==> config.mk <==
export PLATFORM = sky130hd
export DESIGN_NAME = wfpm_top
export DESIGN_NICKNAME = d
export VERILOG_FILES = /design/src/hw/wfpm_top.v
export VERILOG_INCLUDE_DIRS = /design/src /design/src/hw
export SDC_FILE = /design/constraint.sdc
export NUM_CORES = 1
export LEC_CHECK = 0
export ABC_AREA = 1
export CAP_MARGIN = 20
export CORE_MARGIN = 2
export CORE_UTILIZATION = 35
export CTS_CLUSTER_SIZE = 28
export DETAILED_ROUTE_END_ITERATION = 7
export DONT_BUFFER_PORTS = 1
export GPL_ROUTABILITY_DRIVEN = 1
export SKIP_LAST_GASP = 1
export SLEW_MARGIN = 0
export SYNTH_ARGS = -nofsm -noshare
export SYNTH_HDL_FRONTEND = slang
export SYNTH_SLANG_ARGS = --single-unit
==> constraint.sdc <==
create_clock -name pclk -period 7.1 [get_ports pclk]
set_input_delay 0.355 -clock pclk [delete_from_list [all_inputs] [get_ports pclk]]
set_output_delay 0.355 -clock pclk [all_outputs]
set_load 0.02 [all_outputs]
==> src/hw/wfpm_consts.vh <==
`ifndef WFPM_CONSTS_VH
`define WFPM_CONSTS_VH

// ============================================================
// Register indices; byte address is four times the index
// ============================================================
`define WFPM_IDX_CTRL 8'h2A
`define WFPM_IDX_S1_CRC_LO 8'h40
`define WFPM_IDX_S1_CRC_HI 8'h42
`define WFPM_IDX_S1_MASK0 8'h44
`define WFPM_IDX_S1_MASK1 8'h46
`define WFPM_IDX_S1_MASK2 8'h48
`define WFPM_IDX_S1_MASK3 8'h4A
`define WFPM_IDX_S2_CRC_LO 8'h50
`define WFPM_IDX_S2_CRC_HI 8'h52
`define WFPM_IDX_S2_MASK0 8'h54
`define WFPM_IDX_S2_MASK1 8'h56
`define WFPM_IDX_S2_MASK2 8'h58
`define WFPM_IDX_S2_MASK3 8'h5A
`define WFPM_IDX_S3_CRC_LO 8'h60
`define WFPM_IDX_S3_CRC_HI 8'h62
`define WFPM_IDX_S3_MASK0 8'h64
`define WFPM_IDX_STATUS 8'h6C
`define WFPM_IDX_IRQ_MASK 8'h6D
`define WFPM_IDX_S1_LAST_LO 8'h4C
`define WFPM_IDX_S1_LAST_HI 8'h4D
`define WFPM_IDX_S2_LAST_LO 8'h5C
`define WFPM_IDX_S2_LAST_HI 8'h5D
`define WFPM_IDX_S3_LAST_LO 8'h6E
`define WFPM_IDX_S3_LAST_HI 8'h6F

// ============================================================
// Fields and reset values
// ============================================================
`define WFPM_EN_LSB 1
`define WFPM_EN_MSB 3
`define WFPM_REG_RESET 16'h0000
`define WFPM_CTRL_RESET 3'h0
`define WFPM_CRC_POLY 32'hEDB88320
`define WFPM_CRC_INIT 32'hFFFFFFFF
`define WFPM_MASK_BYTES 7'h40

// ============================================================
// Internal decode codes
// ============================================================
`define WFPM_CODE_CTRL 5'h10
`define WFPM_CODE_STATUS 5'h11
`define WFPM_CODE_IRQ_MASK 5'h12
`define WFPM_CODE_LAST 5'h13
`define WFPM_CODE_NONE 5'h1F

`endif

==> src/hw/wfpm_top.v <==
// Implementation choice: the APB register port.
`timescale 1ns/1ps
`default_nettype none
`include "wfpm_consts.vh"

// Overview of operation
// - Each slot runs an Ethernet CRC-32 over received bytes whose mask bit is set.
// - First CRC register bits 15-0 hold the expected CRC's lower half.
// - Second CRC register bits 15-0 hold the expected CRC's upper half.
// - First mask word: bit 0 picks byte 1, bit 15 picks byte 16.
// - Second mask word: bit 0 picks byte 17, bit 15 picks byte 32.
// - Third mask word: bit 0 picks byte 33, bit 15 picks byte 48.
// - Fourth mask word covers bytes 49 to 64; later bytes never count.
// - Slot 1 and 2 CRC and mask registers are read-write, reset zero.
// - A slot detects only while its enable bit 1, 2 or 3 is set.
module wfpm_top (
    input wire pclk,
    input wire presetn,
    input wire psel,
    input wire penable,
    input wire pwrite,
    input wire [11:0] paddr,
    input wire [31:0] pwdata,
    input wire [3:0] pstrb,
    output reg [31:0] prdata,
    output wire pready,
    output reg pslverr,
    input wire rx_valid,
    input wire [7:0] rx_data,
    input wire rx_last,
    input wire rx_abort,
    output reg [3:1] wake_hit,
    output wire irq
);

    // ========================================================
    // Functions
    // ========================================================
    // One byte of the reflected CRC-32, LSB of the byte first
    function [31:0] crc_byte;
        input [31:0] c;
        input [7:0] d;
        integer i;
        reg [31:0] r;
        begin
            r = c;
            for (i = 0; i < 8; i = i + 1) begin
                if (r[0] ^ d[i]) begin
                    r = (r >> 1) ^ `WFPM_CRC_POLY;
                end else begin
                    r = r >> 1;
                end
            end
            crc_byte = r;
        end
    endfunction

    // Address to storage index (0..14) or decode code
    function [4:0] decode;
        input [11:0] a;
        begin
            if (a[1:0] != 2'b00 || a[11:10] != 2'b00) begin
                decode = `WFPM_CODE_NONE;
            end else begin
                case (a[9:2])
                    `WFPM_IDX_S1_CRC_LO: decode = 5'd0;
                    `WFPM_IDX_S1_CRC_HI: decode = 5'd1;
                    `WFPM_IDX_S1_MASK0: decode = 5'd2;
                    `WFPM_IDX_S1_MASK1: decode = 5'd3;
                    `WFPM_IDX_S1_MASK2: decode = 5'd4;
                    `WFPM_IDX_S1_MASK3: decode = 5'd5;
                    `WFPM_IDX_S2_CRC_LO: decode = 5'd6;
                    `WFPM_IDX_S2_CRC_HI: decode = 5'd7;
                    `WFPM_IDX_S2_MASK0: decode = 5'd8;
                    `WFPM_IDX_S2_MASK1: decode = 5'd9;
                    `WFPM_IDX_S2_MASK2: decode = 5'd10;
                    `WFPM_IDX_S2_MASK3: decode = 5'd11;
                    `WFPM_IDX_S3_CRC_LO: decode = 5'd12;
                    `WFPM_IDX_S3_CRC_HI: decode = 5'd13;
                    `WFPM_IDX_S3_MASK0: decode = 5'd14;
                    `WFPM_IDX_CTRL: decode = `WFPM_CODE_CTRL;
                    `WFPM_IDX_STATUS: decode = `WFPM_CODE_STATUS;
                    `WFPM_IDX_IRQ_MASK: decode = `WFPM_CODE_IRQ_MASK;
                    `WFPM_IDX_S1_LAST_LO: decode = 5'h13;
                    `WFPM_IDX_S1_LAST_HI: decode = 5'h14;
                    `WFPM_IDX_S2_LAST_LO: decode = 5'h15;
                    `WFPM_IDX_S2_LAST_HI: decode = 5'h16;
                    `WFPM_IDX_S3_LAST_LO: decode = 5'h17;
                    `WFPM_IDX_S3_LAST_HI: decode = 5'h18;
                    default: decode = `WFPM_CODE_NONE;
                endcase
            end
        end
    endfunction

    // Byte-lane merge for the 16-bit registers
    function [15:0] merge;
        input [15:0] old;
        input [31:0] wd;
        input [3:0] st;
        begin
            merge[7:0] = st[0] ? wd[7:0] : old[7:0];
            merge[15:8] = st[1] ? wd[15:8] : old[15:8];
        end
    endfunction

    // ========================================================
    // APB slave
    // ========================================================
    // Read data is captured in the setup cycle so the access
    // phase completes at once with flop-driven data
    wire [4:0] code_w;
    wire setup_w;
    wire wr_w;
    reg [15:0] regs_q [0:14];
    reg [3:1] en_q;
    reg [3:1] status_q;
    reg [3:1] irq_mask_q;
    wire [95:0] last_all;
    wire [3:1] hit_w;
    reg [15:0] rd_w;
    integer k;

    assign code_w = decode(paddr);
    assign setup_w = psel & ~penable;
    assign wr_w = psel & penable & pwrite & (code_w != `WFPM_CODE_NONE);
    assign pready = 1'b1;

    always @* begin
        rd_w = 16'h0000;
        if (code_w < 5'd15) begin
            rd_w = regs_q[code_w[3:0]];
        end else begin
            case (code_w)
                `WFPM_CODE_CTRL: rd_w = {12'h000, en_q, 1'b0};
                `WFPM_CODE_STATUS: rd_w = {12'h000, status_q, 1'b0};
                `WFPM_CODE_IRQ_MASK: rd_w = {12'h000, irq_mask_q, 1'b0};
                5'h13: rd_w = last_all[15:0];
                5'h14: rd_w = last_all[31:16];
                5'h15: rd_w = last_all[47:32];
                5'h16: rd_w = last_all[63:48];
                5'h17: rd_w = last_all[79:64];
                5'h18: rd_w = last_all[95:80];
                default: rd_w = 16'h0000;
            endcase
        end
    end

    always @(posedge pclk or negedge presetn) begin
        if (!presetn) begin
            prdata <= 32'h00000000;
            pslverr <= 1'b0;
        end else if (setup_w) begin
            prdata <= {16'h0000, rd_w};
            pslverr <= (code_w == `WFPM_CODE_NONE);
        end
    end

    // ========================================================
    // Pattern registers
    // ========================================================
    always @(posedge pclk or negedge presetn) begin
        if (!presetn) begin
            for (k = 0; k < 15; k = k + 1) begin
                regs_q[k] <= `WFPM_REG_RESET;
            end
        end else if (wr_w && code_w < 5'd15) begin
            regs_q[code_w[3:0]] <= merge(regs_q[code_w[3:0]], pwdata, pstrb);
        end
    end

    always @(posedge pclk or negedge presetn) begin
        if (!presetn) begin
            en_q <= `WFPM_CTRL_RESET;
            irq_mask_q <= 3'h0;
        end else if (wr_w && pstrb[0]) begin
            if (code_w == `WFPM_CODE_CTRL) begin
                en_q <= pwdata[`WFPM_EN_MSB:`WFPM_EN_LSB];
            end
            if (code_w == `WFPM_CODE_IRQ_MASK) begin
                irq_mask_q <= pwdata[`WFPM_EN_MSB:`WFPM_EN_LSB];
            end
        end
    end

    // ========================================================
    // Status and interrupt
    // ========================================================
    // A detection in the clearing cycle survives the clear
    wire [3:1] clr_w;
    assign clr_w = (wr_w && pstrb[0] && code_w == `WFPM_CODE_STATUS) ?
        pwdata[`WFPM_EN_MSB:`WFPM_EN_LSB] : 3'h0;

    always @(posedge pclk or negedge presetn) begin
        if (!presetn) begin
            status_q <= 3'h0;
            wake_hit <= 3'h0;
        end else begin
            status_q <= (status_q & ~clr_w) | hit_w;
            wake_hit <= hit_w;
        end
    end

    assign irq = |(status_q & irq_mask_q);

    // ========================================================
    // Receive byte position
    // ========================================================
    // Saturates at 64: bytes past the mask window are never picked
    reg [6:0] pos_q;
    wire end_w;
    wire take_w;
    assign take_w = rx_valid & ~rx_abort;
    assign end_w = take_w & rx_last;

    always @(posedge pclk or negedge presetn) begin
        if (!presetn) begin
            pos_q <= 7'h00;
        end else if (rx_abort || end_w) begin
            pos_q <= 7'h00;
        end else if (take_w && pos_q != `WFPM_MASK_BYTES) begin
            pos_q <= pos_q + 7'h01;
        end
    end

    // ========================================================
    // Per-slot CRC engines
    // ========================================================
    genvar g;
    generate
        for (g = 0; g < 3; g = g + 1) begin : g_slot
            wire [63:0] mask_w;
            wire [31:0] expect_w;
            wire sel_w;
            wire [31:0] crc_d;
            wire [31:0] fin_w;
            reg [31:0] crc_q;
            reg any_q;
            reg [31:0] last_q;

            // Bit n of the 64-bit mask picks frame byte n+1
            if (g == 2) begin : g_short
                assign mask_w = {48'h000000000000, regs_q[6*g+2]};
            end else begin : g_full
                assign mask_w = {regs_q[6*g+5],
                                 regs_q[6*g+4],
                                 regs_q[6*g+3],
                                 regs_q[6*g+2]};
            end

            assign expect_w = {regs_q[6*g+1],
                               regs_q[6*g]};

            assign sel_w = take_w & en_q[g+1] & ~pos_q[6] & mask_w[pos_q[5:0]];
            assign crc_d = sel_w ? crc_byte(crc_q, rx_data) : crc_q;
            assign fin_w = ~crc_d;

            // An empty mask never matches, else reset state would wake
            assign hit_w[g+1] = end_w & en_q[g+1] & (any_q | sel_w) &
                (fin_w == expect_w);

            always @(posedge pclk or negedge presetn) begin
                if (!presetn) begin
                    crc_q <= `WFPM_CRC_INIT;
                    any_q <= 1'b0;
                    last_q <= 32'h00000000;
                end else if (rx_abort) begin
                    crc_q <= `WFPM_CRC_INIT;
                    any_q <= 1'b0;
                end else if (end_w) begin
                    crc_q <= `WFPM_CRC_INIT;
                    any_q <= 1'b0;
                    last_q <= fin_w;
                end else begin
                    crc_q <= crc_d;
                    any_q <= any_q | sel_w;
                end
            end

            assign last_all[32*g+31:32*g] = last_q;
        end
    endgenerate

endmodule // wfpm_top

`default_nettype wire
== Word level (Yosys, flattened, before mapping) ==
Cells that the tools add are included.

* Bits in read-only memories: 0
* Output and inout port bits: 38
* Memory bits (writable): 0
* Input bits: 64
* Bits in latches: 0
* Bits in registers: 471
* Word-level logic and storage cells: 235
* Memories: 0

* Div/mod/pow operators: 0
* Multiply operators: 0
* Multiplexer cells: 60
* Reductions and logical operators: 14
* $lt $le $gt $ge: 4
* $add $sub $neg: 1
* Eq/ne operators: 39
* Bitwise operators: 86
* Shifts and indexed selects: 0

{| class="wikitable"
|+ Operators with widths
! kind !! number
|-
| $mux 32 || 33
|-
| $not 13->14 || 24
|-
| $bwmux 240 || 1
|-
| $eq 8x7->1 const B || 23
|-
| $pmux 16 s9 || 1
|-
| $pmux 5 s24 || 1
|-
| $eq 32x32->1 || 3
|-
| $not 32->32 || 3
|-
| $bmux 16 s4 || 1
|-
| $demux 16 s4 || 1
|-
| $mux 16 || 4
|-
| $eq 5x5->1 const B || 10
|-
| $and 1x1->1 || 24
|-
| $xor 1x1->1 || 24
|-
| $bmux 1 s6 || 3
|-
| $mux 8 || 2
|-
| $mux 7 || 2
|-
| $mux 1 || 9
|-
| $eq 8x6->1 const B || 1
|-
| $add 7x1->7 const B || 1
|-
| $lt 6x7->1 const B || 1
|-
| $ne 7x7->1 const B || 1
|-
| $and 3x3->3 || 2
|-
| $reduce_and 2->1 || 3
|-
| other kinds (15) || 26
|}

== Longest topological paths before layout ==
* Depth after elaboration: 21
* Mapped depth: 26
* Gate-level depth less buffers: 23

== Worst setup path before layout ==
No wires, ideal clock.

* Path kind: in2reg
* Start: in paddr[8]
* End: reg regs_q (netlist bit g_slot[0].expect_w[4])
* Arrival time: 2.315 ns
* Slack: 4.640 ns
* Cell stages on the path: 23
* Setup time: 0.145 ns
* Path buffers: 3
* Cells stage by stage: inv_2 -> nor2_2 -> nand3_1 -> inv_2 -> nand2_1 -> nand2_1 -> nor2_1 -> nand3_2 -> nor2_8 -> inv_4 -> nand3_4 -> inv_2 -> buf_6 -> buf_6 -> nand2_1 -> nand2_1 -> nor2_1 -> nor2_1 -> nor2_1 -> nand3_1 -> nand2_2 -> buf_6 -> o21ai_1

* Cells in the longest elaborated chain, start to end: 9

{| class="wikitable"
|+ RTL lines
! what !! line !! source
|-
| start: declaration || wfpm_top.v:22 || <nowiki>input wire [11:0] paddr,</nowiki>
|-
| $eq 8x7->1 / $eq 8x6->1 (equally long branches) || wfpm_top.v:65 || <nowiki>case (a[9:2])</nowiki>
|-
| $pmux 5 s24 (*) || wfpm_top.v:65 ||
|-
| $mux 5 (*) || wfpm_top.v:62 || <nowiki>if (a[1:0] != 2'b00 || a[11:10] != 2'b00) begin</nowiki>
|-
| $not 4->5 (implied by the code) || wfpm_top.v:168 || <nowiki>regs_q[code_w[3:0]] <= merge(regs_q[code_w[3:0]], pwdata, pstrb);</nowiki>
|-
| $ge 5x5->1 (implied by the code) (tied with other cells) || wfpm_top.v:168 ||
|-
| $logic_and 1x1->1 (implied by the code) / $mux 16 (equally long branches) || wfpm_top.v:168 ||
|-
| $mux 16 (implied by the code) || wfpm_top.v:168 ||
|-
| $demux 16 s4 / $mux 8 (equally long branches) || wfpm_top.v:168, wfpm_top.v:102 ||
|-
| $bwmux 240 || wfpm_top.v:168 ||
|-
| end signal: indexed assignment || wfpm_top.v:165 || <nowiki>regs_q[k] <= `WFPM_REG_RESET;</nowiki>
|-
| end signal: indexed assignment || wfpm_top.v:168 ||
|-
| end: declaration || wfpm_top.v:115 || <nowiki>reg [15:0] regs_q [0:14];</nowiki>
|}

Mark *: on every way between the ends. The rest lies on a longest branch, timed or not. The select of a mux whose other input is x is not followed.
A chain may end at the register's enable or synchronous reset.

== Final worst setup path ==
* Start: reg pos_q[0]
* End: reg wake_hit[1] in the netlist's numbering

* Cells in the longest elaborated chain, start to end: 7

{| class="wikitable"
|+ RTL lines
! what !! line !! source
|-
| start: declaration || wfpm_top.v:210 || <nowiki>reg [6:0] pos_q;</nowiki>
|-
| start signal: assignment || wfpm_top.v:222 || <nowiki>pos_q <= pos_q + 7'h01;</nowiki>
|-
| $bmux 1 s6 (*) || wfpm_top.v:254 || <nowiki>assign sel_w = take_w & en_q[g+1] & ~pos_q[6] & mask_w[pos_q[5:0]];</nowiki>
|-
| $mux 1 (implied by the code) (*) || wfpm_top.v:254 ||
|-
| $and 1x1->1 (*) || wfpm_top.v:254 ||
|-
| $mux 32 || wfpm_top.v:255 || <nowiki>assign crc_d = sel_w ? crc_byte(crc_q, rx_data) : crc_q;</nowiki>
|-
| $not 32->32 || wfpm_top.v:256 || <nowiki>assign fin_w = ~crc_d;</nowiki>
|-
| $eq 32x32->1 || wfpm_top.v:260 || <nowiki>(fin_w == expect_w);</nowiki>
|-
| $and 1x1->1 (*) || wfpm_top.v:259 || <nowiki>assign hit_w[g+1] = end_w & en_q[g+1] & (any_q | sel_w) &</nowiki>
|-
| net hit_w, one bit || wfpm_top.v:120 || <nowiki>wire [3:1] hit_w;</nowiki>
|-
| end signal: assignment || wfpm_top.v:200 || <nowiki>wake_hit <= hit_w;</nowiki>
|-
| end: declaration || wfpm_top.v:32 || <nowiki>output reg [3:1] wake_hit,</nowiki>
|}

Mark *: on every way through the listed nets, which the timed path passes. The rest lies on a longest branch. The select of a mux whose other input is x is not followed.

==> key figures <==
STA
  – Setup TNS Final: 0 ps
  – Pins Over Slew Limit: 176
  – Fin. Hold Viols: 389
  – RSZ-0062 raised after global routing: no
  – Slew headroom: -9.93%
  – Clock Skews: 27.0 ps
  – Final WS setup: 2040 ps
  – Minimum hold slack: -570 ps
  – Least-Margin Pin Slew: 1650 ps
  – Final period util: 71.2%
  – Setup Viol. Count Final: 0
  – F_max: 198 MHz
  – Crit path time final: 5060 ps

Global route
  – Largest net degree at the start of global routing: 472
  – Total GRT Usage: 24.6%
  – Initial antenna violation count: 1
  – First-pass GRT wire length: 159000 um
  – Vias in the first global route: 24500
  – Congestion Overflow GR: 0

Critical path
  – Beginning of the critical path: pos_q[0]$_DFFE_PN0P_
  – CP arrival: 5580 ps
  – Critical path class: flop to flop
  – Worst Path Max Fanout: 41
  – Worst setup SP type: flop
  – Critical path capture point type: flop
  – Worst Path Required: 7620 ps
  – R2r startpoint: pos_q[0]$_DFFE_PN0P_

Finish
  – Share of post-route cells with drive strength above 1: 12.3%
  – Final Net Count: 4149
  – Area Growth Syn to Fin: 8.16%
  – Fin cells: 5210
  – Most frequent cells in the layout: nand2_1 (1721), dfrtp_1 (374), inv_1 (364)
  – Post-route cell area: 31900 um^2
  – Commonest non-fill, non-tap cell in the layout: nand2_1

Floorplan
  – Top Ports: 102
  – Core Region: 83600 um^2
  – Die height: 294 um
  – Num rows: 106
  – Starting density of the core: 35.3%
  – Die Area: 86600 um^2
  – Die width: 294 um

CTS
  – TritonCTS Buffers: 56
  – Hold buffers post-CTS: 1
  – H-tree levels: 2
  – TritonCTS clock tree: built
  – Worst-skew pair later-pin latency: 640 ps
  – Post-CTS sizing: 0
  – Clock sinks: 471
  – Setup bufs post-CTS: 0
  – Clock root cell: clkbuf_16
  – Clock slew at reported path FFs: 60 ps
  – Clock buffer depth: 3

Placed design
  – GPL Wtd Cong: 0.976
  – Pre-CTS worst setup slack: 2260 ps
  – Detailed placer's ending HPWL: 76000 um
  – Placed cell area: 30000 um^2
  – # port buffers: 0
  – Cells after DPL: 5103

Status
  – Failing checks: hold timing, slew limit
  – Status: complete, but fails checks

Synth
  – Async SR Flop Fraction: 100%
  – Post-Syn Area: 29500 um^2
  – Yosys warnings: 0
  – Predominant post-synthesis flop cell: dfrtp_1
  – Syn Inst Count: 4173
  – Syn_area_per_cell: 7.07 um^2
  – Register area share after synthesis: 40.4%
  – Post-synth cell types: 52
  – Post-synth EDFFs: 0
  – FF+latch count, synth: 471

Route
  – Via Count: 26600
  – Drt wl/cell: 20.5 um
  – Remaining DRCs: 0
  – Initial drt markers: 2786
  – Drt first pass iters: 6
  – Post-Route WL: 107000 um
  – Post-DRT Antenna Nets: 0
  – Via/cell ratio: 5.11

Worst hold path
  – Min-Delay Path Class: input pin to async pin

Power and ir drop
  – Leak Pwr: 15.8 nW
  – PwrDens: 191 nW/um^2
  – Peak supply drop: 171 uV

Job
  – Max-Cap Viols: 0
-- final cells by class --
class                   count  area (um^2)
fillers                  8815        51700
multi-input cells        3131        15100
flip-flops and latches    471        11900
clock buffers              81         1620
inverters                 388         1470
well taps                1080         1350
repair buffers             35          278
clock inverters            23          220
diodes                      1         2.50
-- cells in the mapped netlist (all sizes together), types with 3 or more instances --
master | n | area share [%]
clkinv | 4 | 0.051
nand3 | 257 | 4.6
nand2 | 1753 | 23
o21ai | 444 | 9.4
nor2 | 313 | 4.3
buf | 111 | 2.7
dfrtp | 375 | 32
clkbuf | 86 | 1.1
a21oi | 9 | 0.15
o211ai | 4 | 0.10
inv | 384 | 4.9
nor4 | 3 | 0.064
dfstp | 96 | 8.6
xor2 | 145 | 4.5
xnor2 | 70 | 2.2
nand3b | 29 | 0.78
nor3 | 28 | 0.65
or2 | 35 | 0.74
nand4 | 14 | 0.30
-- critical path, stage by stage (launching register included) --
cell     delay [ps]
dfrtp_2         880
inv_2           450
nor2_1          200
o21ai_0         130
nand2_1          80
nand2_1          50
nor2_1           90
nor2_1           40
nor2_1          380
nand2_2         430
nand2_1         690
buf_4           400
nand2_1          90
o21ai_1         250
o21ai_0         140
nor2_1          110
nand2_1          60
nor2_1           80
nand3_1         120
nor2_1          190
-- routing by layer --
metal,share of wire [%],track usage (%)
met4,3.8,8.95
met3,7.3,3.19
met5,0,0
met2,43,37.2
met1,46,35.9
-- cells by family after synthesis --
kind of cell    share of synthesized area (%)
fa+ha+maj                              0.0848
xor+xnor                                 6.70
flops                                    40.4
compound gates                           9.85
simple gates                             34.1
other cells                            0.0255
buf+inv                                  8.84
-- state kept, by name, summed over array words and instances, names as in the netlist --
| register | flops |
|---|---|
| en_q | 3 |
| g_slot.any_q | 3 |
| g_slot.crc_q | 96 |
| g_slot.expect_w | 96 |
| g_slot.last_q | 96 |
| g_slot.mask_w | 144 |
| irq_mask_q | 3 |
| pos_q | 7 |
| prdata | 16 |
| pslverr | 1 |
| status_q | 3 |
| wake_hit | 3 |
-- path summary, 6_finish.rpt --
path / cells past startpoint / slack [ps] / endpoint
max: 19 / 2040 / wake_hit[1]$_DFF_PN0_
min reg2reg: 2 / 480 / g_slot[1].last_q[3]$_DFFE_PN0P_
min: 0 / -570 / g_slot[1].mask_w[5]$_DFFE_PN0P_
min in group pclk: 2 / 50 / en_q[1]$_DFFE_PN0P_
max in group asynchronous: 0 / 6340 / prdata[8]$_DFFE_PN0P_
max reg2reg: 19 / 2040 / wake_hit[1]$_DFF_PN0_
-- power by group --
group          switching (W)  total (W)  internal (W)
Clock                0.00123    0.00291       0.00168
Sequential        0.00000832    0.00270       0.00269
Combinational       0.000347   0.000478      0.000131
Total                0.00158    0.00609       0.00451
-- metrics by stage --
stage	hold slack (ps)	util (%)	total power, W
after floorplan	59.4	-	0.00310
after global routing	-582	38.2	0.00628
after global placement	99.9	36.0	0.00321
after detailed placement	96.4	36.0	0.00321
after CTS	-591	38.2	0.00612
final	-570	38.2	0.00609
Power figures use the tool's default switching activity.
